`config.mk`:
```
export PLATFORM = sky130hd
export DESIGN_NAME = motor_io_signal_control
export DESIGN_NICKNAME = d
export VERILOG_FILES = /design/src/design/motor_io_pkg.sv /design/src/design/motor_io_signal_control.sv
export SDC_FILE = /design/constraint.sdc
export NUM_CORES = 1
export LEC_CHECK = 0
export ABC_CLOCK_PERIOD_IN_PS = 15300
export BUFFER_PORTS_ARGS = -buffer_cell sky130_fd_sc_hd__buf_2
export CORE_UTILIZATION = 49
export DETAILED_ROUTE_END_ITERATION = 7
export GPL_TIMING_DRIVEN = 0
export PLACE_DENSITY = 0.66
export SLEW_MARGIN = 40
export SYNTH_ARGS = -nofsm -noshare
export SYNTH_HDL_FRONTEND = slang
export SYNTH_SLANG_ARGS = --single-unit
```
`constraint.sdc`:
```
create_clock -name clock -period 15.3 [get_ports clock]
set_clock_uncertainty 0.15 [all_clocks]
set_input_delay 1.53 -clock clock [delete_from_list [all_inputs] [get_ports clock]]
set_output_delay 1.53 -clock clock [all_outputs]
set_load 0.05 [all_outputs]
```
`src/design/motor_io_pkg.sv`:
```
// constants, register map and types of the motor signal-conditioning block
package motor_io_pkg;
    localparam int ADDR_WIDTH = 8;
    localparam int DATA_WIDTH = 32;
    localparam int SPEED_WIDTH = 14;
    localparam int STARTUP_WIDTH = 12;
    localparam int COMMAND_WIDTH = 10;
    localparam int ADC_WIDTH = 9;
    localparam int COUNT_WIDTH = 15;

    // register byte offsets
    localparam logic [ADDR_WIDTH-1:0] CONFIG_OFFSET = 8'h00;
    localparam logic [ADDR_WIDTH-1:0] STARTUP_OFFSET = 8'h04;
    localparam logic [ADDR_WIDTH-1:0] STATUS_OFFSET = 8'h08;
    localparam logic [ADDR_WIDTH-1:0] COMMAND_OFFSET = 8'h0C;
    localparam logic [ADDR_WIDTH-1:0] TARGET_OFFSET = 8'h10;

    // configuration fields
    localparam int CONFIG_WIDTH = 14;
    localparam int CFG_ANALOG = 0;
    localparam int CFG_NEGATIVE = 1;
    localparam int CFG_DIR_MAP = 2;
    localparam int CFG_ALARM_SEL = 3;
    localparam int CFG_ALERT_INV = 4;
    localparam int CFG_TACHO_SEL = 5;
    localparam int CFG_REV_ALERT = 6;
    localparam int CFG_THREE_LINE = 7;
    localparam int CFG_RATE_LSB = 8;
    localparam int CFG_STEP_LSB = 11;
    localparam logic [CONFIG_WIDTH-1:0] CONFIG_RESET = 14'h0000;
    localparam logic [STARTUP_WIDTH-1:0] STARTUP_RESET = 12'h000;

    // timing
    localparam int CLOCK_KHZ = 100000;
    localparam int TACHO_HOLD_MS = 3;
    localparam int TACHO_HOLD_CYCLES = TACHO_HOLD_MS * CLOCK_KHZ;
    localparam int LOW_SPEED_S = 10;
    localparam int LOW_SPEED_CYCLES = LOW_SPEED_S * CLOCK_KHZ * 1000;
    localparam int HALL_MIN_HZ = 1;
    localparam int HALL_TIMEOUT_CYCLES = CLOCK_KHZ * 1000 / HALL_MIN_HZ;
    localparam int PWM_SAMPLE_DIV = 10;
    localparam int PWM_MIN_KHZ = 1;
    localparam int PWM_TIMEOUT_SAMPLES =
        2 * CLOCK_KHZ / (PWM_SAMPLE_DIV * PWM_MIN_KHZ);

    // speed command scale
    localparam logic [COMMAND_WIDTH-1:0] COMMAND_FULL = 10'h200;
    localparam logic [ADC_WIDTH-1:0] ADC_TOP = 9'h1FF;
    localparam int DUTY_SHIFT = 9;

    // low-speed alarm thresholds in rpm, release as a ratio of startup speed
    localparam logic [STARTUP_WIDTH-1:0] SLOW_HIGH_RPM = 12'h3E8;
    localparam logic [STARTUP_WIDTH-1:0] SLOW_MID_RPM = 12'h2BC;
    localparam logic [STARTUP_WIDTH-1:0] SLOW_MIN_RPM = 12'h120;
    localparam logic [STARTUP_WIDTH-1:0] SLOW_OFFSET_RPM = 12'h1F4;
    localparam logic [STARTUP_WIDTH-1:0] SLOW_FIXED_RPM = 12'h0C8;
    localparam int RELEASE_NUM = 7;
    localparam int RELEASE_DEN = 10;

    typedef enum logic {DIV_IDLE, DIV_BUSY} divide_state_type;
endpackage : motor_io_pkg

```
`src/design/motor_io_signal_control.sv`:
```
// speed input, direction, fault and tachometer conditioning of a fan driver
// Operation
// - limit each target speed drop by table step
// - analog span maps to 0..512, polarity swaps
// - duty input high active, negative inverts first
// - analog command carries 9-bit resolution
// - duty resolution falls above 20 kHz
// - speed pin doubles as serial clock input
// - direction bit swaps pin-to-rotation mapping
// - fault pin open drain, pulls low on fault
// - three-line serial uses fault pin as data out
// - low-speed alarm after ten seconds below threshold
// - alarm clears above 70 percent of startup
// - alarm select and invert shape fault output
// - tacho pin shows pulses or lock or low-speed indication
// - tacho pin low 3 ms after power and wake
// - reverse rotation raises fault when enabled
// - fast faults reach fault pin at once
// - three-bit field sets pulses per pole pair
// - tacho released below 1 Hz hall rate
// - one-per-pair code 0 follows hall directly; code 7 runs the same rate through the pulse generator
// - tacho pin is serial data in or both ways
// - startup speed is a 12-bit rpm setting
//
// Our own choices: the address-and-strobe port and the register offsets.
`timescale 1ns/1ns
module motor_io_signal_control #(
    parameter int unsigned TACHO_HOLD = motor_io_pkg::TACHO_HOLD_CYCLES,
    parameter int unsigned LOW_SPEED_TIME = motor_io_pkg::LOW_SPEED_CYCLES,
    parameter int unsigned HALL_TIMEOUT = motor_io_pkg::HALL_TIMEOUT_CYCLES
) (
    // clock and reset
    input wire logic clock,
    input wire logic rst_b,
    // register port
    input wire logic [motor_io_pkg::ADDR_WIDTH-1:0] reg_addr,
    input wire logic [motor_io_pkg::DATA_WIDTH-1:0] reg_wdata,
    input wire logic reg_write,
    input wire logic reg_read,
    output logic [motor_io_pkg::DATA_WIDTH-1:0] reg_rdata,
    // speed command
    input wire logic speed_command_pin,
    input wire logic [motor_io_pkg::ADC_WIDTH-1:0] analog_level,
    output logic [motor_io_pkg::COMMAND_WIDTH-1:0] speed_command,
    // target speed limiter
    input wire logic [motor_io_pkg::SPEED_WIDTH-1:0] target_request,
    input wire logic target_valid,
    output logic [motor_io_pkg::SPEED_WIDTH-1:0] target_speed,
    // direction
    input wire logic direction_pin,
    output logic rotate_ccw,
    // motor state and faults
    input wire logic hall_positive_input,
    input wire logic [motor_io_pkg::SPEED_WIDTH-1:0] rotation_speed,
    input wire logic motor_lock,
    input wire logic reverse_rotation,
    input wire logic charge_pump_low,
    input wire logic overcurrent_shutdown,
    input wire logic thermal_shutdown,
    input wire logic standby_mode,
    // serial interface sharing
    input wire logic serial_active,
    input wire logic serial_data_out,
    input wire logic serial_io_drive,
    output logic serial_clock,
    output logic serial_data_in,
    // fault pin, open drain
    output logic fault_pin_out,
    output logic fault_pin_oe,
    // tacho pin, open drain
    input wire logic tacho_pin_in,
    output logic tacho_pin_out,
    output logic tacho_pin_oe
);
    import motor_io_pkg::*;

    logic [CONFIG_WIDTH-1:0] config_bits;
    logic [STARTUP_WIDTH-1:0] startup_speed_setting;
    logic analog_mode, negative_polarity, dir_map, alarm_source_select;
    logic alert_invert, tacho_output_select;
    logic reverse_rotation_alert_enable, three_line_mode;
    logic [2:0] pulse_rate_select, speed_drop_step_limit;

    assign analog_mode = config_bits[CFG_ANALOG];
    assign negative_polarity = config_bits[CFG_NEGATIVE];
    assign dir_map = config_bits[CFG_DIR_MAP];
    assign alarm_source_select = config_bits[CFG_ALARM_SEL];
    assign alert_invert = config_bits[CFG_ALERT_INV];
    assign tacho_output_select = config_bits[CFG_TACHO_SEL];
    assign reverse_rotation_alert_enable = config_bits[CFG_REV_ALERT];
    assign three_line_mode = config_bits[CFG_THREE_LINE];
    assign pulse_rate_select = config_bits[CFG_RATE_LSB +: 3];
    assign speed_drop_step_limit = config_bits[CFG_STEP_LSB +: 3];

    function automatic logic [SPEED_WIDTH-1:0] step_of(logic [2:0] code);
        unique case (code)
            3'h0: step_of = 14'h0000;
            3'h1: step_of = 14'h0200;
            3'h2: step_of = 14'h0898;
            3'h3: step_of = 14'h0ED8;
            3'h4: step_of = 14'h1518;
            3'h5: step_of = 14'h1B58;
            3'h6: step_of = 14'h2198;
            3'h7: step_of = 14'h2800;
        endcase
    endfunction : step_of

    // returns {numerator, denominator} of pulses per pole pair
    function automatic logic [7:0] rate_of(logic [2:0] code);
        unique case (code)
            3'h1: rate_of = 8'h23;
            3'h2: rate_of = 8'h12;
            3'h3: rate_of = 8'h21;
            3'h4: rate_of = 8'h31;
            3'h5: rate_of = 8'hC5;
            3'h6: rate_of = 8'h13;
            default: rate_of = 8'h11;
        endcase
    endfunction : rate_of

    // returns {detect enable, threshold rpm}
    function automatic logic [STARTUP_WIDTH:0] slow_limit(
        logic [STARTUP_WIDTH-1:0] start);
        if (start >= SLOW_HIGH_RPM) begin
            slow_limit = {1'b1, 1'b0, start[STARTUP_WIDTH-1:1]};
        end else if (start >= SLOW_MID_RPM) begin
            slow_limit = {1'b1, start - SLOW_OFFSET_RPM};
        end else if (start >= SLOW_MIN_RPM) begin
            slow_limit = {1'b1, SLOW_FIXED_RPM};
        end else begin
            slow_limit = '0;
        end
    endfunction : slow_limit

    // register writes
    always_ff @(posedge clock or negedge rst_b) begin
        if (!rst_b) begin
            config_bits <= CONFIG_RESET;
            startup_speed_setting <= STARTUP_RESET;
        end else if (reg_write) begin
            if (reg_addr == CONFIG_OFFSET) begin
                config_bits <= reg_wdata[CONFIG_WIDTH-1:0];
            end
            if (reg_addr == STARTUP_OFFSET) begin
                startup_speed_setting <= reg_wdata[STARTUP_WIDTH-1:0];
            end
        end
    end

    logic low_speed, alert_event, tach_hold, hall_valid;

    // register reads, data valid only in the cycle after the strobe
    always_ff @(posedge clock or negedge rst_b) begin
        if (!rst_b) begin
            reg_rdata <= '0;
        end else if (reg_read) begin
            unique case (reg_addr)
                CONFIG_OFFSET: reg_rdata <= 32'(config_bits);
                STARTUP_OFFSET: reg_rdata <= 32'(startup_speed_setting);
                STATUS_OFFSET: reg_rdata <= 32'({rotate_ccw, hall_valid,
                    tach_hold, alert_event, motor_lock, low_speed});
                COMMAND_OFFSET: reg_rdata <= 32'(speed_command);
                TARGET_OFFSET: reg_rdata <= 32'(target_speed);
                default: reg_rdata <= '0;
            endcase
        end else begin
            reg_rdata <= '0;
        end
    end

    // duty sampling at a reduced rate sets the resolution roll-off
    logic [3:0] sample_div;
    logic sample_tick, pwm_level, pwm_prev, pwm_idle;
    logic [COUNT_WIDTH-1:0] high_count, period_count;
    assign sample_tick = (sample_div == 4'(PWM_SAMPLE_DIV - 1));
    assign pwm_level = speed_command_pin ^ negative_polarity;
    assign pwm_idle = (period_count == COUNT_WIDTH'(PWM_TIMEOUT_SAMPLES));

    always_ff @(posedge clock or negedge rst_b) begin
        if (!rst_b) begin
            sample_div <= '0;
        end else begin
            sample_div <= sample_tick ? 4'h0 : sample_div + 4'h1;
        end
    end

    divide_state_type div_state;
    logic [COUNT_WIDTH+DUTY_SHIFT-1:0] div_rem;
    logic [COUNT_WIDTH-1:0] div_den;
    logic [COMMAND_WIDTH-1:0] div_quot;
    logic [3:0] div_bit;
    logic start_divide;
    logic [COUNT_WIDTH+DUTY_SHIFT-1:0] div_trial;
    assign start_divide = sample_tick && pwm_level && !pwm_prev
        && period_count != '0;
    assign div_trial = (COUNT_WIDTH+DUTY_SHIFT)'(div_den) << div_bit;

    always_ff @(posedge clock or negedge rst_b) begin
        if (!rst_b) begin
            pwm_prev <= 1'b0;
            high_count <= '0;
            period_count <= '0;
        end else if (sample_tick) begin
            pwm_prev <= pwm_level;
            if (start_divide) begin
                high_count <= COUNT_WIDTH'(1);
                period_count <= COUNT_WIDTH'(1);
            end else if (!pwm_idle) begin
                period_count <= period_count + 1'b1;
                high_count <= high_count + COUNT_WIDTH'(pwm_level);
            end
        end
    end

    // duty = high * 512 / period, one quotient bit per clock
    always_ff @(posedge clock or negedge rst_b) begin
        if (!rst_b) begin
            div_state <= DIV_IDLE;
            div_rem <= '0;
            div_den <= '0;
            div_quot <= '0;
            div_bit <= '0;
        end else begin
            unique case (div_state)
                DIV_IDLE: begin
                    if (start_divide) begin
                        div_rem <= {high_count, DUTY_SHIFT'(0)};
                        div_den <= period_count;
                        div_quot <= '0;
                        div_bit <= 4'(COMMAND_WIDTH - 1);
                        div_state <= DIV_BUSY;
                    end
                end
                DIV_BUSY: begin
                    if (div_rem >= div_trial) begin
                        div_rem <= div_rem - div_trial;
                        div_quot[div_bit] <= 1'b1;
                    end
                    if (div_bit == '0) begin
                        div_state <= DIV_IDLE;
                    end
                    div_bit <= div_bit - 4'h1;
                end
            endcase
        end
    end

    logic div_done;
    assign div_done = (div_state == DIV_BUSY) && (div_bit == '0);

    // speed command, frozen while the pin carries the serial clock
    always_ff @(posedge clock or negedge rst_b) begin
        if (!rst_b) begin
            speed_command <= '0;
        end else if (serial_active) begin
            speed_command <= speed_command;
        end else if (analog_mode) begin
            if (analog_level == ADC_TOP) begin
                speed_command <= negative_polarity ? '0 : COMMAND_FULL;
            end else if (negative_polarity) begin
                speed_command <= COMMAND_FULL - COMMAND_WIDTH'(analog_level);
            end else begin
                speed_command <= COMMAND_WIDTH'(analog_level);
            end
        end else if (pwm_idle) begin
            speed_command <= pwm_level ? COMMAND_FULL : '0;
        end else if (div_done) begin
            speed_command <= div_quot[0] || div_rem >= div_trial
                ? div_quot | COMMAND_WIDTH'(1) : div_quot;
        end
    end

    // target speed with limited downward step
    logic [SPEED_WIDTH-1:0] step_value;
    logic limit_drop;
    assign step_value = step_of(speed_drop_step_limit);
    assign limit_drop = (speed_drop_step_limit != 3'h0)
        && ((SPEED_WIDTH+1)'(target_request) + (SPEED_WIDTH+1)'(step_value)
            < (SPEED_WIDTH+1)'(target_speed));

    always_ff @(posedge clock or negedge rst_b) begin
        if (!rst_b) begin
            target_speed <= '0;
        end else if (target_valid) begin
            target_speed <= limit_drop ? target_speed - step_value
                : target_request;
        end
    end

    // direction and serial sharing outputs
    always_ff @(posedge clock or negedge rst_b) begin
        if (!rst_b) begin
            rotate_ccw <= 1'b0;
            serial_clock <= 1'b0;
            serial_data_in <= 1'b0;
        end else begin
            rotate_ccw <= direction_pin ^ dir_map;
            serial_clock <= speed_command_pin;
            serial_data_in <= tacho_pin_in;
        end
    end

    // low-speed alarm
    logic [STARTUP_WIDTH:0] slow_cfg;
    logic below_limit, above_release;
    logic [31:0] slow_count;
    assign slow_cfg = slow_limit(startup_speed_setting);
    assign below_limit = slow_cfg[STARTUP_WIDTH]
        && rotation_speed < SPEED_WIDTH'(slow_cfg[STARTUP_WIDTH-1:0]);
    assign above_release = 18'(rotation_speed) * 18'(RELEASE_DEN)
        > 18'(startup_speed_setting) * 18'(RELEASE_NUM);

    always_ff @(posedge clock or negedge rst_b) begin
        if (!rst_b) begin
            slow_count <= '0;
            low_speed <= 1'b0;
        end else begin
            if (!below_limit) begin
                slow_count <= '0;
            end else if (slow_count != 32'(LOW_SPEED_TIME)) begin
                slow_count <= slow_count + 32'h1;
            end
            if (below_limit && slow_count == 32'(LOW_SPEED_TIME)) begin
                low_speed <= 1'b1;
            end else if (above_release) begin
                low_speed <= 1'b0;
            end
        end
    end

    // fault pin
    logic fault_pull;
    assign alert_event = (alarm_source_select ? low_speed : motor_lock)
        | charge_pump_low | overcurrent_shutdown | thermal_shutdown
        | (reverse_rotation_alert_enable & reverse_rotation);
    assign fault_pull = alert_invert ? !alert_event : alert_event;
    assign fault_pin_out = 1'b0;

    always_ff @(posedge clock or negedge rst_b) begin
        if (!rst_b) begin
            fault_pin_oe <= 1'b0;
        end else if (serial_active && three_line_mode) begin
            fault_pin_oe <= !serial_data_out;
        end else begin
            fault_pin_oe <= fault_pull;
        end
    end

    // tacho hold after power-on and standby wake
    logic [31:0] hold_count;
    logic standby_prev;
    assign tach_hold = (hold_count != '0);

    always_ff @(posedge clock or negedge rst_b) begin
        if (!rst_b) begin
            hold_count <= 32'(TACHO_HOLD);
            standby_prev <= 1'b0;
        end else begin
            standby_prev <= standby_mode;
            if (standby_prev && !standby_mode) begin
                hold_count <= 32'(TACHO_HOLD);
            end else if (tach_hold) begin
                hold_count <= hold_count - 32'h1;
            end
        end
    end

    // hall period and presence
    logic hall_level, hall_prev, hall_rise;
    logic [31:0] hall_count, hall_period;
    assign hall_rise = hall_level && !hall_prev;

    always_ff @(posedge clock or negedge rst_b) begin
        if (!rst_b) begin
            hall_level <= 1'b0;
            hall_prev <= 1'b0;
            hall_count <= '0;
            hall_period <= '0;
            hall_valid <= 1'b0;
        end else begin
            hall_level <= hall_positive_input;
            hall_prev <= hall_level;
            if (hall_rise) begin
                hall_period <= hall_count + 32'h1;
                hall_count <= '0;
                hall_valid <= (hall_count < 32'(HALL_TIMEOUT));
            end else if (hall_count != 32'(HALL_TIMEOUT)) begin
                hall_count <= hall_count + 32'h1;
            end else begin
                hall_valid <= 1'b0;
            end
        end
    end

    // scaled pulse train: 2*num toggles per den hall periods
    logic [7:0] rate;
    logic [34:0] scaled_period, next_acc;
    logic [34:0] pulse_acc;
    logic pulse_level;
    assign rate = rate_of(pulse_rate_select);
    assign scaled_period = 35'(hall_period) * 35'(rate[3:0]);
    assign next_acc = pulse_acc + 35'({rate[7:4], 1'b0});

    always_ff @(posedge clock or negedge rst_b) begin
        if (!rst_b) begin
            pulse_acc <= '0;
            pulse_level <= 1'b0;
        end else if (!hall_valid) begin
            pulse_acc <= '0;
            pulse_level <= 1'b0;
        end else if (next_acc >= scaled_period) begin
            pulse_acc <= next_acc - scaled_period;
            pulse_level <= !pulse_level;
        end else begin
            pulse_acc <= next_acc;
        end
    end

    // tacho pin drive
    logic tacho_level;
    assign tacho_level = (pulse_rate_select == 3'h0)
        ? hall_level : pulse_level;
    assign tacho_pin_out = 1'b0;

    always_ff @(posedge clock or negedge rst_b) begin
        if (!rst_b) begin
            tacho_pin_oe <= 1'b1;
        end else if (serial_active) begin
            tacho_pin_oe <= !three_line_mode && serial_io_drive
                && !serial_data_out;
        end else if (tach_hold) begin
            tacho_pin_oe <= 1'b1;
        end else if (tacho_output_select) begin
            tacho_pin_oe <= alarm_source_select
                ? low_speed : motor_lock;
        end else begin
            tacho_pin_oe <= hall_valid && !tacho_level;
        end
    end
endmodule : motor_io_signal_control

```
==> run metrics <==
Simple-Gate Fraction of Synth Area 0.204; Synth cell types 93; postcts setup bufs 0; Starting Density 0.498; RD Place Congestion 0.936; die area 54700 um^2; Inst Count DP 3836; violated checks DRC; hold-critical path depth 2; async set-reset flop share out of synthesis 1.00; Max VDD drop 0.0000990 V; FF-to-FF path depth 28; max incr delay on CP around 570 ps; final non-filler cell total 3906; clock edge transition at the registers on the reported setup and hold paths 60 ps; clk root buf clkbuf_16; DR WL met3 2390 um; clk buf depth 3; leakage power about 14 nW; commonest non-fill, non-tap cells in the layout dfrtp_1 (318), nand2_1 (287), nor2_1 (271); Final Hold Fails 0; number of synthesized flops with an enable pin 0; 1st-iter DRT viols 1177; largest family of logic cells by synthesized area simple AND/OR/NAND/NOR gates; final worst path period share 0.533; crit-path max FO 11; Net Sw Frac 0.414; top sig layer met5; most frequent CP cell ha_1; Req. time, crit path roughly 16000 ps; post-synthesis sequential area ratio 0.311; grt ovf 0; CTS Sinks 327; CTS tree yes; status complete, but fails checks; Avg WL per Cell 17.1 um; DR pass1 iterations 8; fin nets 3597; Mapped Avg Cell Area 8.76 um^2; Cell Area, Synth 26300 um^2; Tightest Hold Check Type reg2reg; WL met1 30400 um; dpl hpwl 52400 um; Clock power frac 0.233; DRC viols 11; vias per cell about 5.6; crit path kind reg2reg; P_sw 1.68 mW; CP Capture Type flop; worst-margin pin slew 805 ps; P_int 2.38 mW; total wire length 66600 um; DRT antenna net count 0; post_cts resized 0; P&R area growth vs syn 11.2%; vias 21800; Final Core Density 0.554; Fin Hold WS 350 ps; I/O pin cnt 158; die boundary height ~230 um; XOR/XNOR share of the synthesized area 0.0878; fin. max-slew vios 0; first-pass GRT wire length 109000 um; Synth Area in Compound Gates 0.144; mux cell area share after synthesis 0.0447; clk_lat worst skew 570 ps; warnings from Yosys 0; Final TNS setup 0 ps; Primary FF master, synth dfrtp_1; proportion of layout cells with a drive suffix above 1 0.0926; Inserted Clock Buffers 41; register bit total from synthesis 327; CP startpoint kind flop; number of global-route vias before repair between 20000 and 25000; number of I/O port buffers 118; part of the power in registers 0.275; hold buffer count at CTS 0; slew margin rel. 0.462; Pwr Density ~140 nW/um^2; slowest cell on the critical path nor3b_2; Total GRT Usage 0.247; fmax 123 MHz; core box area 52900 um^2; initial antenna violation count 2; deepest level of the CTS H-tree 2; minimum clock period around 8100 ps; RSZ-0062 raised after global routing false; Max Cap Viol 0; Logic pwr share 0.493; met2 routed WL 32200 um; Post-Syn Instances 3007; final setup fails 0; adder-cell share of the synthesized area 0.161; die width 234 um; commonest non-fill, non-tap cell in the layout dfrtp_1; largest net degree at the start of global routing 74; worst path arrival time 8440 ps; row count 84
[final cells by class]
class	instances	area, um^2
inverters	179	672
plain buffers	122	554
clock inverters	13	150
flip-flops and latches	327	8190
repair buffers	122	711
clock buffers	56	1130
diodes	1	2.50
fillers	4855	23600
multi-input cells	2398	17000
well taps	688	861
[metrics by stage]
step | cell area [um^2] | setup WS (ps) | power [mW]
floorplan | 26400 | 8610 | 2.62
global placement | 27900 | 6210 | 3.05
detailed placement | 28000 | 7090 | 3.10
CTS | 29300 | 7070 | 4.07
global route | 29300 | 6590 | 4.35
finish | 29300 | 7150 | 4.06
[critical path: cells and delay by family, from the launching register on]
kind,cells,cell delay [ps]
adders and majority gates,4,1310
xor gates and xnor gates,1,200
buffers and inverters,5,1340
AOI/OAI and AO/OA,11,2950
DFF,1,320
muxes,1,250
and+or+nand+nor,6,1470
[cell usage after synthesis, types with 59 or more instances]
master | n | share of area
a21o_1 | 59 | 0.017
a21oi_1 | 197 | 0.037
and2_1 | 61 | 0.014
clkbuf_1 | 88 | 0.013
dfrtp_1 | 318 | 0.30
ha_1 | 263 | 0.12
inv_1 | 178 | 0.025
mux2i_1 | 67 | 0.025
nand2_1 | 287 | 0.041
nand3_1 | 91 | 0.017
nor2_1 | 271 | 0.039
nor2b_1 | 84 | 0.020
nor3_1 | 64 | 0.012
o21ai_0 | 156 | 0.030
xnor2_1 | 132 | 0.044
xor2_1 | 132 | 0.044
[power groups by stage]
stage | clock [mW] | sequential (mW) | combinational (mW)
after floorplan | 0 | 1.15 | 1.47
final | 0.944 | 1.12 | 2.00
after CTS | 0.969 | 1.11 | 1.99
after global routing | 1.00 | 1.13 | 2.22
after detailed placement | 0 | 1.13 | 1.97
after global placement | 0 | 1.12 | 1.93
[logic make-up (layout without fill, tap and decap cells)]
family,count (synthesis),count (layout)
DFF,327,327
xor gates and xnor gates,264,264
and+or+nand+nor,1089,1089
adders and majority gates,311,311
AOI/OAI and AO/OA,607,607
buffers and inverters,301,492
other,1,21
muxes,107,107
[sequential cells by signal, indices dropped and copies added, names as in the netlist, 4 cells and up]
register,flops
reg_rdata,14
div_quot,10
div_bit,4
div_rem,24
hall_count,32
speed_command,10
hold_count,32
startup_speed_setting,12
sample_div,4
hall_period,32
high_count,15
pulse_acc,35
target_speed,14
period_count,15
slow_count,32
div_den,15
config_bits,14
[final timing paths]
kind / startpoint / end / slack (ps)
max: config_bits[10] / pulse_acc[31] / 7150
min: div_rem[9] / div_rem[9] / 350
max reg2reg: config_bits[10] / pulse_acc[31] / 7150
min reg2reg: div_rem[9] / div_rem[9] / 350
max in group asynchronous: rst_b / tacho_pin_oe / 13130
min in group asynchronous: rst_b / hold_count[20] / 750
[per-layer routing]
layer / vias up / track usage
met5: - / 0
met4: 2 / 0.0773
met3: 99 / 0.0257
met2: 407 / 0.430
met1: 10500 / 0.321
li1: 10800 / -
Note: power is estimated with default switching activity, not from simulation.
